File: src/pkg/stack_exec_pkg.sv
// Purpose: constants for the stack return and operand executor
// Assumes: 16-bit opcodes, 21-bit program counter
// Notes: register offsets are byte addresses on AXI4-Lite
`default_nettype none
package stack_exec_pkg;
  localparam logic [15:0] op_push = 16'h0005;
  localparam logic [15:0] op_pop = 16'h0006;
  localparam logic [14:0] op_irq_ret = 15'h0008;
  localparam logic [7:0] op_lit_ret = 8'h0c;
  localparam logic [7:0] offset_limit = 8'h5f;
  localparam logic [7:0] ctrl_off = 8'h00;
  localparam logic [7:0] instr_off = 8'h04;
  localparam logic [7:0] pc_off = 8'h08;
  localparam logic [7:0] wreg_off = 8'h0c;
  localparam logic [7:0] stat_off = 8'h10;
  localparam logic [7:0] addr_off = 8'h14;
  localparam logic [7:0] shadow_off = 8'h18;
  localparam logic [7:0] stack_off = 8'h1c;
  localparam logic [20:0] pc_reset = 21'h000000;
  localparam int depth = 31;
endpackage : stack_exec_pkg
`default_nettype wire

File: src/design/stack_exec.sv
// Purpose: execute push, pop, returns and compute operand address
// Assumes: software issues one opcode per write to the instr register
// Notes: each instruction completes in one bus-visible step
//
// The AXI4-Lite slave port and the placing of the registers were chosen for this implementation.
`default_nettype none
module stack_exec (
  input wire logic aclk,
  input wire logic aresetn,
  input wire logic [7:0] awaddr,
  input wire logic awvalid,
  output logic awready,
  input wire logic [31:0] wdata,
  input wire logic [3:0] wstrb,
  input wire logic wvalid,
  output logic wready,
  output logic [1:0] bresp,
  output logic bvalid,
  input wire logic bready,
  input wire logic [7:0] araddr,
  input wire logic arvalid,
  output logic arready,
  output logic [31:0] rdata,
  output logic [1:0] rresp,
  output logic rvalid,
  input wire logic rready
);
  typedef struct packed {
    logic [7:0] aw_addr;
    logic aw_have;
    logic [31:0] w_data;
    logic w_have;
    logic b_pend;
    logic [1:0] b_code;
    logic [31:0] r_data;
    logic r_pend;
    logic [1:0] r_code;
    logic ext_en;
    logic [11:0] ptr_two;
    logic in_high;
    logic [20:0] pc;
    logic [7:0] wreg;
    logic [7:0] flags;
    logic [3:0] bank_sel;
    logic [7:0] wreg_sh;
    logic [7:0] flags_sh;
    logic [3:0] bank_sh;
    logic gie_high;
    logic gie_low;
    logic [4:0] sp;
    logic [15:0] last_op;
    logic [11:0] eff;
    logic dest_file;
  } state_s;
  state_s s;
  state_s next_s;
  logic [20:0] stack_mem [0:31];
  logic [20:0] stack_top;
  logic push_now;
  logic [11:0] eff_addr;
  logic offset_mode;
  logic [15:0] op;
  logic do_exec;
  logic wr_go;

  assign stack_top = stack_mem[s.sp];
  assign op = s.w_data[15:0];
  assign awready = !s.aw_have && !s.b_pend;
  assign wready = !s.w_have && !s.b_pend;
  assign arready = !s.r_pend;
  assign bvalid = s.b_pend;
  assign bresp = s.b_code;
  assign rvalid = s.r_pend;
  assign rdata = s.r_data;
  assign rresp = s.r_code;
  assign wr_go = s.aw_have && s.w_have;
  assign do_exec = wr_go && s.aw_addr == stack_exec_pkg::instr_off;
  assign push_now = do_exec && op == stack_exec_pkg::op_push;

  operand_addr i_operand_addr (
    .ext_en(s.ext_en),
    .ram_sel(op[8]),
    .file_op(op[7:0]),
    .bank_sel(s.bank_sel),
    .ptr_two(s.ptr_two),
    .eff_addr(eff_addr),
    .offset_mode(offset_mode)
  );

  function automatic logic [31:0] merge(input logic [31:0] old,
                                       input logic [31:0] nw,
                                       input logic [3:0] st);
    logic [31:0] r;
    r = old;
    for (int i = 0; i < 4; i++) begin
      if (st[i]) begin
        r[i*8 +: 8] = nw[i*8 +: 8];
      end
    end
    return r;
  endfunction : merge

  always_comb begin
    logic [31:0] m;
    m = 32'h0;
    next_s = s;
    if (awvalid && awready) begin
      next_s.aw_addr = awaddr;
      next_s.aw_have = 1'b1;
    end
    if (wvalid && wready) begin
      next_s.w_data = wdata;
      next_s.w_have = 1'b1;
    end
    if (bvalid && bready) begin
      next_s.b_pend = 1'b0;
    end
    if (wr_go) begin
      next_s.aw_have = 1'b0;
      next_s.w_have = 1'b0;
      next_s.b_pend = 1'b1;
      next_s.b_code = 2'b00;
      unique case (s.aw_addr)
        stack_exec_pkg::ctrl_off: begin
          m = merge({19'h0, s.ptr_two, s.in_high}, s.w_data, wstrb_q());
          next_s.in_high = m[0];
          next_s.ptr_two = m[12:1];
          next_s.ext_en = s.w_data[31];
        end
        stack_exec_pkg::instr_off: begin
          next_s.last_op = op;
          if (op == stack_exec_pkg::op_push) begin
            next_s.sp = s.sp + 5'h1;
          end else if (op == stack_exec_pkg::op_pop) begin
            next_s.sp = s.sp - 5'h1;
          end else if (op[15:1] == stack_exec_pkg::op_irq_ret) begin
            next_s.pc = stack_top;
            next_s.sp = s.sp - 5'h1;
            if (s.in_high) begin
              next_s.gie_high = 1'b1;
            end else begin
              next_s.gie_low = 1'b1;
            end
            if (op[0]) begin
              next_s.wreg = s.wreg_sh;
              next_s.flags = s.flags_sh;
              next_s.bank_sel = s.bank_sh;
            end
          end else if (op[15:8] == stack_exec_pkg::op_lit_ret) begin
            next_s.wreg = op[7:0];
            next_s.pc = stack_top;
            next_s.sp = s.sp - 5'h1;
          end else begin
            next_s.eff = eff_addr;
            next_s.dest_file = op[9];
            next_s.pc = s.pc + 21'h2;
          end
        end
        stack_exec_pkg::pc_off: next_s.pc = s.w_data[20:0];
        stack_exec_pkg::wreg_off: next_s.wreg = s.w_data[7:0];
        stack_exec_pkg::stat_off: begin
          next_s.flags = s.w_data[7:0];
          next_s.bank_sel = s.w_data[11:8];
          next_s.gie_high = s.w_data[12];
          next_s.gie_low = s.w_data[13];
        end
        stack_exec_pkg::shadow_off: begin
          next_s.wreg_sh = s.w_data[7:0];
          next_s.flags_sh = s.w_data[15:8];
          next_s.bank_sh = s.w_data[19:16];
        end
        default: next_s.b_code = 2'b10;
      endcase
    end
    if (rvalid && rready) begin
      next_s.r_pend = 1'b0;
    end
    if (arvalid && arready) begin
      next_s.r_pend = 1'b1;
      next_s.r_code = 2'b00;
      unique case (araddr)
        stack_exec_pkg::ctrl_off:
          next_s.r_data = {s.ext_en, 18'h0, s.ptr_two, s.in_high};
        stack_exec_pkg::instr_off: next_s.r_data = {16'h0, s.last_op};
        stack_exec_pkg::pc_off: next_s.r_data = {11'h0, s.pc};
        stack_exec_pkg::wreg_off: next_s.r_data = {24'h0, s.wreg};
        stack_exec_pkg::stat_off:
          next_s.r_data = {18'h0, s.gie_low, s.gie_high, s.bank_sel, s.flags};
        stack_exec_pkg::addr_off:
          next_s.r_data = {19'h0, s.dest_file, s.eff};
        stack_exec_pkg::shadow_off:
          next_s.r_data = {12'h0, s.bank_sh, s.flags_sh, s.wreg_sh};
        stack_exec_pkg::stack_off: next_s.r_data = {6'h0, s.sp, stack_top};
        default: begin
          next_s.r_data = 32'h0;
          next_s.r_code = 2'b10;
        end
      endcase
    end
  end

  function automatic logic [3:0] wstrb_q();
    return 4'hf;
  endfunction : wstrb_q

  always_ff @(posedge aclk) begin
    if (!aresetn) begin
      s <= '0;
      s.pc <= stack_exec_pkg::pc_reset;
    end else begin
      s <= next_s;
    end
  end

  // Stack memory has no reset; only sp defines valid depth
  always_ff @(posedge aclk) begin
    if (push_now) begin
      stack_mem[s.sp + 5'h1] <= s.pc + 21'h2;
    end
  end

  a_push_flags: assert property (@(posedge aclk) disable iff (!aresetn)
    push_now |=> s.flags == $past(s.flags) && stack_top == $past(s.pc) + 21'h2)
    else $error("push wrong");
  a_pop_depth: assert property (@(posedge aclk) disable iff (!aresetn)
    do_exec && op == stack_exec_pkg::op_pop |=> s.sp == $past(s.sp) - 5'h1
      && s.flags == $past(s.flags))
    else $error("pop wrong");
  a_ret_pc: assert property (@(posedge aclk) disable iff (!aresetn)
    do_exec && op[15:1] == stack_exec_pkg::op_irq_ret |=>
      s.pc == $past(stack_top))
    else $error("return pc wrong");
  a_ret_enable: assert property (@(posedge aclk) disable iff (!aresetn)
    do_exec && op[15:1] == stack_exec_pkg::op_irq_ret |=>
      ($past(s.in_high) ? s.gie_high : s.gie_low))
    else $error("no enable set");
  a_fast_restore: assert property (@(posedge aclk) disable iff (!aresetn)
    do_exec && op == {stack_exec_pkg::op_irq_ret, 1'b1} |=>
      s.wreg == $past(s.wreg_sh) && s.bank_sel == $past(s.bank_sh))
    else $error("shadow not restored");
  a_slow_keep: assert property (@(posedge aclk) disable iff (!aresetn)
    do_exec && op == {stack_exec_pkg::op_irq_ret, 1'b0} |=>
      s.wreg == $past(s.wreg) && s.flags == $past(s.flags))
    else $error("registers changed");
  a_lit_ret: assert property (@(posedge aclk) disable iff (!aresetn)
    do_exec && op[15:8] == stack_exec_pkg::op_lit_ret |=>
      s.wreg == $past(op[7:0]) && s.pc == $past(stack_top))
    else $error("literal return wrong");
  a_bank_addr: assert property (@(posedge aclk) disable iff (!aresetn)
    !s.ext_en && op[8] |-> eff_addr == {s.bank_sel, op[7:0]})
    else $error("banked address wrong");
  a_offset_addr: assert property (@(posedge aclk) disable iff (!aresetn)
    offset_mode && s.ptr_two == 12'h0 |-> eff_addr == {4'h0, op[7:0]})
    else $error("offset address wrong");
endmodule : stack_exec
`default_nettype wire

File: src/design/operand_addr.sv
// Purpose: effective data address of a byte or bit instruction
// Assumes: 12-bit data address space
// Notes: purely combinational
`default_nettype none
module operand_addr (
  input wire logic ext_en,
  input wire logic ram_sel,
  input wire logic [7:0] file_op,
  input wire logic [3:0] bank_sel,
  input wire logic [11:0] ptr_two,
  output logic [11:0] eff_addr,
  output logic offset_mode
);
  always_comb begin
    offset_mode = ext_en && !ram_sel && file_op <= stack_exec_pkg::offset_limit;
    if (offset_mode) begin
      eff_addr = ptr_two + {4'h0, file_op};
    end else if (ram_sel) begin
      eff_addr = {bank_sel, file_op};
    end else begin
      eff_addr = (file_op < 8'h60) ? {4'h0, file_op} : {4'hf, file_op};
    end
  end
endmodule : operand_addr
`default_nettype wire

File: config.mk
export PLATFORM = sky130hd
export DESIGN_NAME = stack_exec
export DESIGN_NICKNAME = d
export VERILOG_FILES = /design/src/pkg/stack_exec_pkg.sv /design/src/design/stack_exec.sv /design/src/design/operand_addr.sv
export SDC_FILE = /design/constraint.sdc
export NUM_CORES = 1
export LEC_CHECK = 0
export BUFFER_PORTS_ARGS = -buffer_cell sky130_fd_sc_hd__buf_2
export CORE_ASPECT_RATIO = 1.75
export CORE_MARGIN = 2
export CORE_UTILIZATION = 40
export CTS_CLUSTER_DIAMETER = 200
export DETAILED_ROUTE_END_ITERATION = 6
export PLACE_DENSITY = 0.53
export SYNTH_ARGS = -nofsm -noshare
export SYNTH_HDL_FRONTEND = slang
export SYNTH_SLANG_ARGS = --single-unit
File: constraint.sdc
create_clock -name aclk -period 7.8 [get_ports aclk]
set_input_delay 0.39 -clock aclk [delete_from_list [all_inputs] [get_ports aclk]]
set_output_delay 0.39 -clock aclk [all_outputs]
set_load 0.005 [all_outputs]
* Word-level counts from Yosys, hierarchy flattened *
Memories as Yosys holds them, arrays and structs flattened. A register that Yosys moved wholly into a read port is not among the register bits.
Cells that the tools add are included.

cells by class
  add/subtract/negate cells = 4
  $mul = 0
  div/mod/pow operators = 0
  magnitude comparators = 2
  equal/unequal tests = 24
  shift operators = 0
  muxes and demuxes = 34
  bitwise operators = 5
  reductions and logical operators = 38

operators by type and width
  cell                                                            number
  case mux 32 bit (8 select lines)                                1
  two-way mux 41 bit                                              2
  equality test 8 x 5 -> 1 bit, second input constant             6
  two-way mux 12 bit                                              4
  case mux 21 bit (2 select lines)                                1
  equality test 8 x 4 -> 1 bit, second input constant             5
  equality test 16 x 3 -> 1 bit, second input constant            2
  two-way mux 5 bit                                               6
  AND reduction 6 bit                                             5
  two-way mux 29 bit                                              1
  case mux 12 bit (2 select lines)                                1
  adder 21 x 2 -> 21 bit, second input constant                   1
  two-way mux 21 bit                                              1
  two-way mux 20 bit                                              1
  equality test 8 x 3 -> 1 bit, second input constant             2
  zero test 8 bit                                                 2
  case mux 8 bit (2 select lines)                                 1
  equality test 15 x 4 -> 1 bit, second input constant            1
  adder 12 x 8 -> 12 bit                                          1
  logical AND 1 bit                                               12
  two-way mux 2 bit                                               5
  != test 2 bit, second input constant                            5
  nonzero test 2 bit                                              5
  less-or-equal comparator 8 x 7 -> 1 bit, second input constant  1
  19 further kinds                                                35

storage, ports and cells
  flip-flop bits (word level) = 191
  bits in latches = 0
  bits in writable memories = 672
  bits in read-only memories = 0
  input bits = 59
  output and inout port bits = 41
  logic and storage cells = 133
  memories = 1

memories
  name       depth  bits a word  rd ports  clocked after memory_dff  wr ports  RTL line          text
  stack_mem  32     21           1         1                         1         stack_exec.sv:57  logic [20:0] stack_mem [0:31];

* Logic depth before layout (Yosys ltp) *
  depth after elaboration = 7
  depth in mapped cells = 11
  depth with buffers taken out = 9

* Modules after synthesis *
Synthesis repeated with hierarchy kept, for this count alone.

unflattened totals
  cell total of the unflattened synthesis = 2395
  area total of the unflattened synthesis = 35519.1 um2

modules (own cells, without submodules)
  module        instances  cells an instance  area each (um2)  seq. area each (um2)
  stack_exec    1          2304               34891.0          23762.8
  operand_addr  1          91                 628.1            0.0

* Worst setup path after synthesis *
No wires, ideal clock.

  path type = register -> register
  start point = register s (netlist bit op[7])
  end point = memory stack_mem[1][0] (enable)
  library setup time = 0.401 ns
  data arrival time = 2.946 ns
  slack = 4.453 ns
  cell stages (with the launch flop) = 9
  period minus slack after synthesis = 3.347 ns
  cells stage by stage = dfxtp_1 > buf_2 > nor4_4 > nand4_2 > or3_1 > clkbuf_1 > nor2_1 > nand2_1 > nor2b_1

between the ends
  word-level cells in the longest chain between the ends = 4

ends and longest elaborated chain
  item                                     RTL line           text
  start, declared                          stack_exec.sv:55   state_s s;
  start signal, assigned                   stack_exec.sv:211  s <= next_s;
  equality test 16 x 3 -> 1 bit            stack_exec.sv:78   assign push_now = do_exec && op == stack_exec_pkg::op_push;
  logical AND 1 bit                        stack_exec.sv:78
  two-way mux 1 bit                        stack_exec.sv:217  if (push_now) begin
  two-way mux 1 bit (implied by the code)  stack_exec.sv:218  stack_mem[s.sp + 5'h1] <= s.pc + 21'h2;
  end, declared                            stack_exec.sv:57

Every way passes these cells.

==> run_results.csv <==
group,metric,value,unit
floorplan,dieHeight,397,um
detailed_routing,ant_nets,0,
sta,final_max_slew_viol_count,0,
global_routing,grt.overflow.total,0,
clock_network,insertion_delay,0.66,ns
detailed_routing,viasPerCell,5.75,
detailed_routing,drtIter0Drc,1546,
layout,syn2layout_area_growth,13.5,%
worst_setup_path,crit_path_start_kind,"register",
sta,tightestPinTransition,1.26,ns
clock_network,cts_buffer_depth,3,
sta,max_freq,260,MHz
worst_hold_path,worstHoldPathType,"input pin to register",
floorplan,die_area,90800,um^2
pwr,seq_power_share,54.6,%
worst_setup_path,critPathMaxFanout,31,
pwr,switching_share,21.3,%
detailed_routing,wl,105,mm
synthesis,ys_types,81,
detailed_routing,wl_met2,58.2,mm
global_routing,grt_pass1_wl,151,mm
pwr,p_int,7.04,mW
clock_network,ctsHoldBuffers,29,
floorplan,rows,144,
run_status,status,"finished, final reports clean",
clock_network,cts_sinks,851,
clock_network,clkTransAtPathRegs,0.07,ns
synthesis,synthCells,2456,
global_routing,antenna_found_initial,1,
layout,drive_above_1_share,18.0,%
sta,maxSlewHeadroom,15.8,%
clock_network,cts_resized,0,
pwr,comb_power_share,2.6,%
clock_network,htree_levels,3,
worst_setup_path,critPathCaptureType,"register",
synthesis,synth-seq-cells,851,
synthesis,synthesis.area,35300,um^2
detailed_routing,wirelength_met1,36.6,mm
detailed_routing,wl_met3,4.21,mm
worst_hold_path,hold-path-cell-count,3,
sta,hold_ws,0.0349,ns
worst_setup_path,worstPathRequired,8.32,ns
global_routing,grt_max_degree,128,
worst_setup_path,r2r_end,"rdata[6]$_SDFFE_PN0P_",
placement,io_buffers,78,
worst_setup_path,crit_chain,"buf_4 > buf_4 > mux4_2 > a22oi_1 > nand4_1 > a221oi_1 > nor3_1",
sta,finalCritPeriodShare,49.4,%
synthesis,syn-mean-instance-area,14.4,um^2
clock_network,cts_tree,"built",
detailed_routing,drt_pass1_iterations,5,
pwr,netSwitchingPower,1.90,mW
sta,hold_viol_final,0,
pwr,p_clk_share,42.8,%
pwr,power.leakage,12.5,nW
worst_setup_path,reg2regPathDepth,7,
synthesis,postSynth.asyncResetShare,0,%
sta,setup_violations,0,
worst_hold_path,hold_start,"bready",
synthesis,ys_seq_area_share,67.2,%
pwr,vdd_drop_max,0.128,mV
worst_hold_path,min_delay_worst_endpoint,"bvalid$_SDFFE_PN0P_",
floorplan,die_w,229,um
clock_network,root_buffer,"clkbuf_16",
placement,dp_hpwl,70.0,mm
synthesis,ys_warn_count,0,
worst_setup_path,path_class,"register to register",
clock_network,post_cts_buffers,0,
sta,final.min_clock_period,3.85,ns
sta,tns,0,ns
floorplan,io_pins,100,
clock_network,cts_buffers,77,
global_routing,grt_usage,22.9,%
floorplan,core_area,87700,um^2
sta,skew,0.0230,ns
sta,rsz0062_at_grt,"no",
detailed_routing,top_layer,"met4",
synthesis,ys.flop_type,"edfxtp_1",
pwr,p_per_area,223,nW/um^2
worst_setup_path,cpMostUsedCell,"buf_4",
global_routing,grt_pass1_vias,22270,
detailed_routing,wl_per_cell,27.8,um
detailed_routing,drt_drc_violations_left,0,
worst_setup_path,critPathMaxStageDelay,0.73,ns
worst_setup_path,reg2reg_slack,3.95,ns
worst_setup_path,crit_arrival,4.37,ns
layout,finalNetCount,2615,
detailed_routing,vias,21694,
synthesis,synth_edf_count,672,
worst_setup_path,critical_path.slowest_cell,"dfxtp_4",
placement,routabilityCongestion,0.932,
run,drv_cap,0,
floorplan,initial_core_util,40.3,%
==> sequential cells by signal (all words and copies together) (netlist names), named ones only <==
register,cells
s,127
op,16
bresp,1
rvalid,1
stack_mem,672
rresp,1
bvalid,1
rdata,27
==> cell usage after synthesis, types with 5 or more instances <==
cell type	number	area, um^2
a211oi_1	35	263
a21boi_0	5	37.5
a21oi_1	131	656
a221oi_1	15	131
a222oi_1	7	70.1
a22o_1	12	105
a22oi_1	115	863
a31oi_1	17	106
and2_1	15	93.8
and3_1	8	50.1
buf_1	12	45.0
buf_2	41	205
buf_4	42	315
clkbuf_1	98	368
dfxtp_1	179	3580
edfxtp_1	672	20200
ha_1	15	188
inv_1	20	75.1
mux2_2	10	113
mux2i_1	239	2390
mux4_2	83	1870
nand2_1	214	803
nand2b_1	18	113
nand3_1	63	315
nand4_1	24	150
nor2_1	127	477
nor2b_1	16	100
nor3_1	29	145
nor4_1	5	31.3
o211ai_1	10	75.1
o21ai_0	47	235
o21ai_1	5	25.0
o22ai_1	9	56.3
o31ai_1	5	37.5
or3_1	5	31.3
xnor2_1	16	140
xor2_1	13	114
==> cells in the final DEF (no fill, tap or decap), drive strengths merged, types with 6 or more instances in the layout <==
cell type    count
nor2           131
clkinv          32
nand2b          18
dlygate4sd3     29
buf            166
nand3           63
edfxtp         672
mux2            10
a222oi           7
mux4            83
a211oi          35
clkbuf          90
clkinvlp         9
o21ai           53
a21boi           6
conb             7
nand2          214
o211ai          10
a221oi          15
bufinv           7
nor4             9
and2            15
a22o            12
dfxtp          179
nand4           25
and3             8
nor3            32
a31oi           17
a22oi          115
xor2            13
mux2i          239
nor2b           16
ha              15
xnor2           16
inv             26
a21oi          131
o22ai           10
==> per-stage QoR <==
stage	setup slack [ns]	power (mW)	cells	utilization [%]	instance area [um^2]
finish	3.95	8.94	3773	45.7	40100
global route	3.71	9.20	3772	45.7	40100
CTS	3.86	9.02	3770	45.6	40000
detailed placement	3.87	5.20	3598	42.4	37200
global placement	3.89	5.19	3598	42.4	37200
floorplan	4.45	5.10	2462	-	35400
==> worst max path at each step <==
stage / from / endpoint / slack [ns] / cells after the start
after floorplan: op[7]$_SDFFE_PN0P_ / stack_mem[1][0]$_DFFE_PP_ / 4.45 / 8
after global placement: register / rdata[6]$_SDFFE_PN0P_ / 3.89 / 7
after detailed placement: register / rdata[6]$_SDFFE_PN0P_ / 3.87 / 7
after CTS: register / rdata[6]$_SDFFE_PN0P_ / 3.86 / 7
after global routing: register / s[82]$_SDFFE_PN0P_ / 3.71 / 7
final: register / rdata[6]$_SDFFE_PN0P_ / 3.95 / 7
==> power by group through the flow <==
stage | clock (mW) | sequential (mW) | combinational (mW)
5_1_grt | 4.07 | 4.88 | 0.243
3_5_place_dp | 0 | 4.98 | 0.213
2_1_floorplan | 0 | 4.96 | 0.137
6_report | 3.83 | 4.89 | 0.229
4_1_cts | 3.92 | 4.88 | 0.226
3_3_place_gp | 0 | 4.98 | 0.209
==> layout make-up <==
cell class / count / area [um^2]
Timing Repair Buffer: 195 / 1370
Clock inverter: 53 / 482
Multi-Input combinational cell: 1394 / 10900
Sequential cell: 851 / 23800
Antenna cell: 1 / 2.50
Fill cell: 7701 / 47600
Tap cell: 1168 / 1460
Inverter: 21 / 81.3
Clock buffer: 90 / 2040
==> routing by layer <==
metal | track usage [%] | vias up
met3 | 3.21 | 241
met5 | 0 | -
met1 | 23.6 | 11157
met4 | 13.4 | 0
li1 | - | 9603
met2 | 44.0 | 693
==> critical path: cells and delay by family, from the launching register on <==
family / cells / cell delay [ns]
DFF: 1 / 0.73
buffers and inverters: 2 / 1.21
muxes: 1 / 0.55
and+or+nand+nor: 2 / 0.38
AOI/OAI and AO/OA: 2 / 0.75
==> logic make-up after synthesis <==
| logic type | count (synthesis) | synth area share [%] |
|---|---|---|
| DFF | 851 | 67.2 |
| and+or+nand+nor | 556 | 7.40 |
| AOI/OAI and AO/OA | 454 | 8.70 |
| muxes | 332 | 12.4 |
| buffers and inverters | 217 | 2.96 |
| xor gates and xnor gates | 29 | 0.719 |
| adders and majority gates | 16 | 0.588 |
| other | 1 | 0.0106 |
Note: power is estimated with default switching activity, not from simulation.
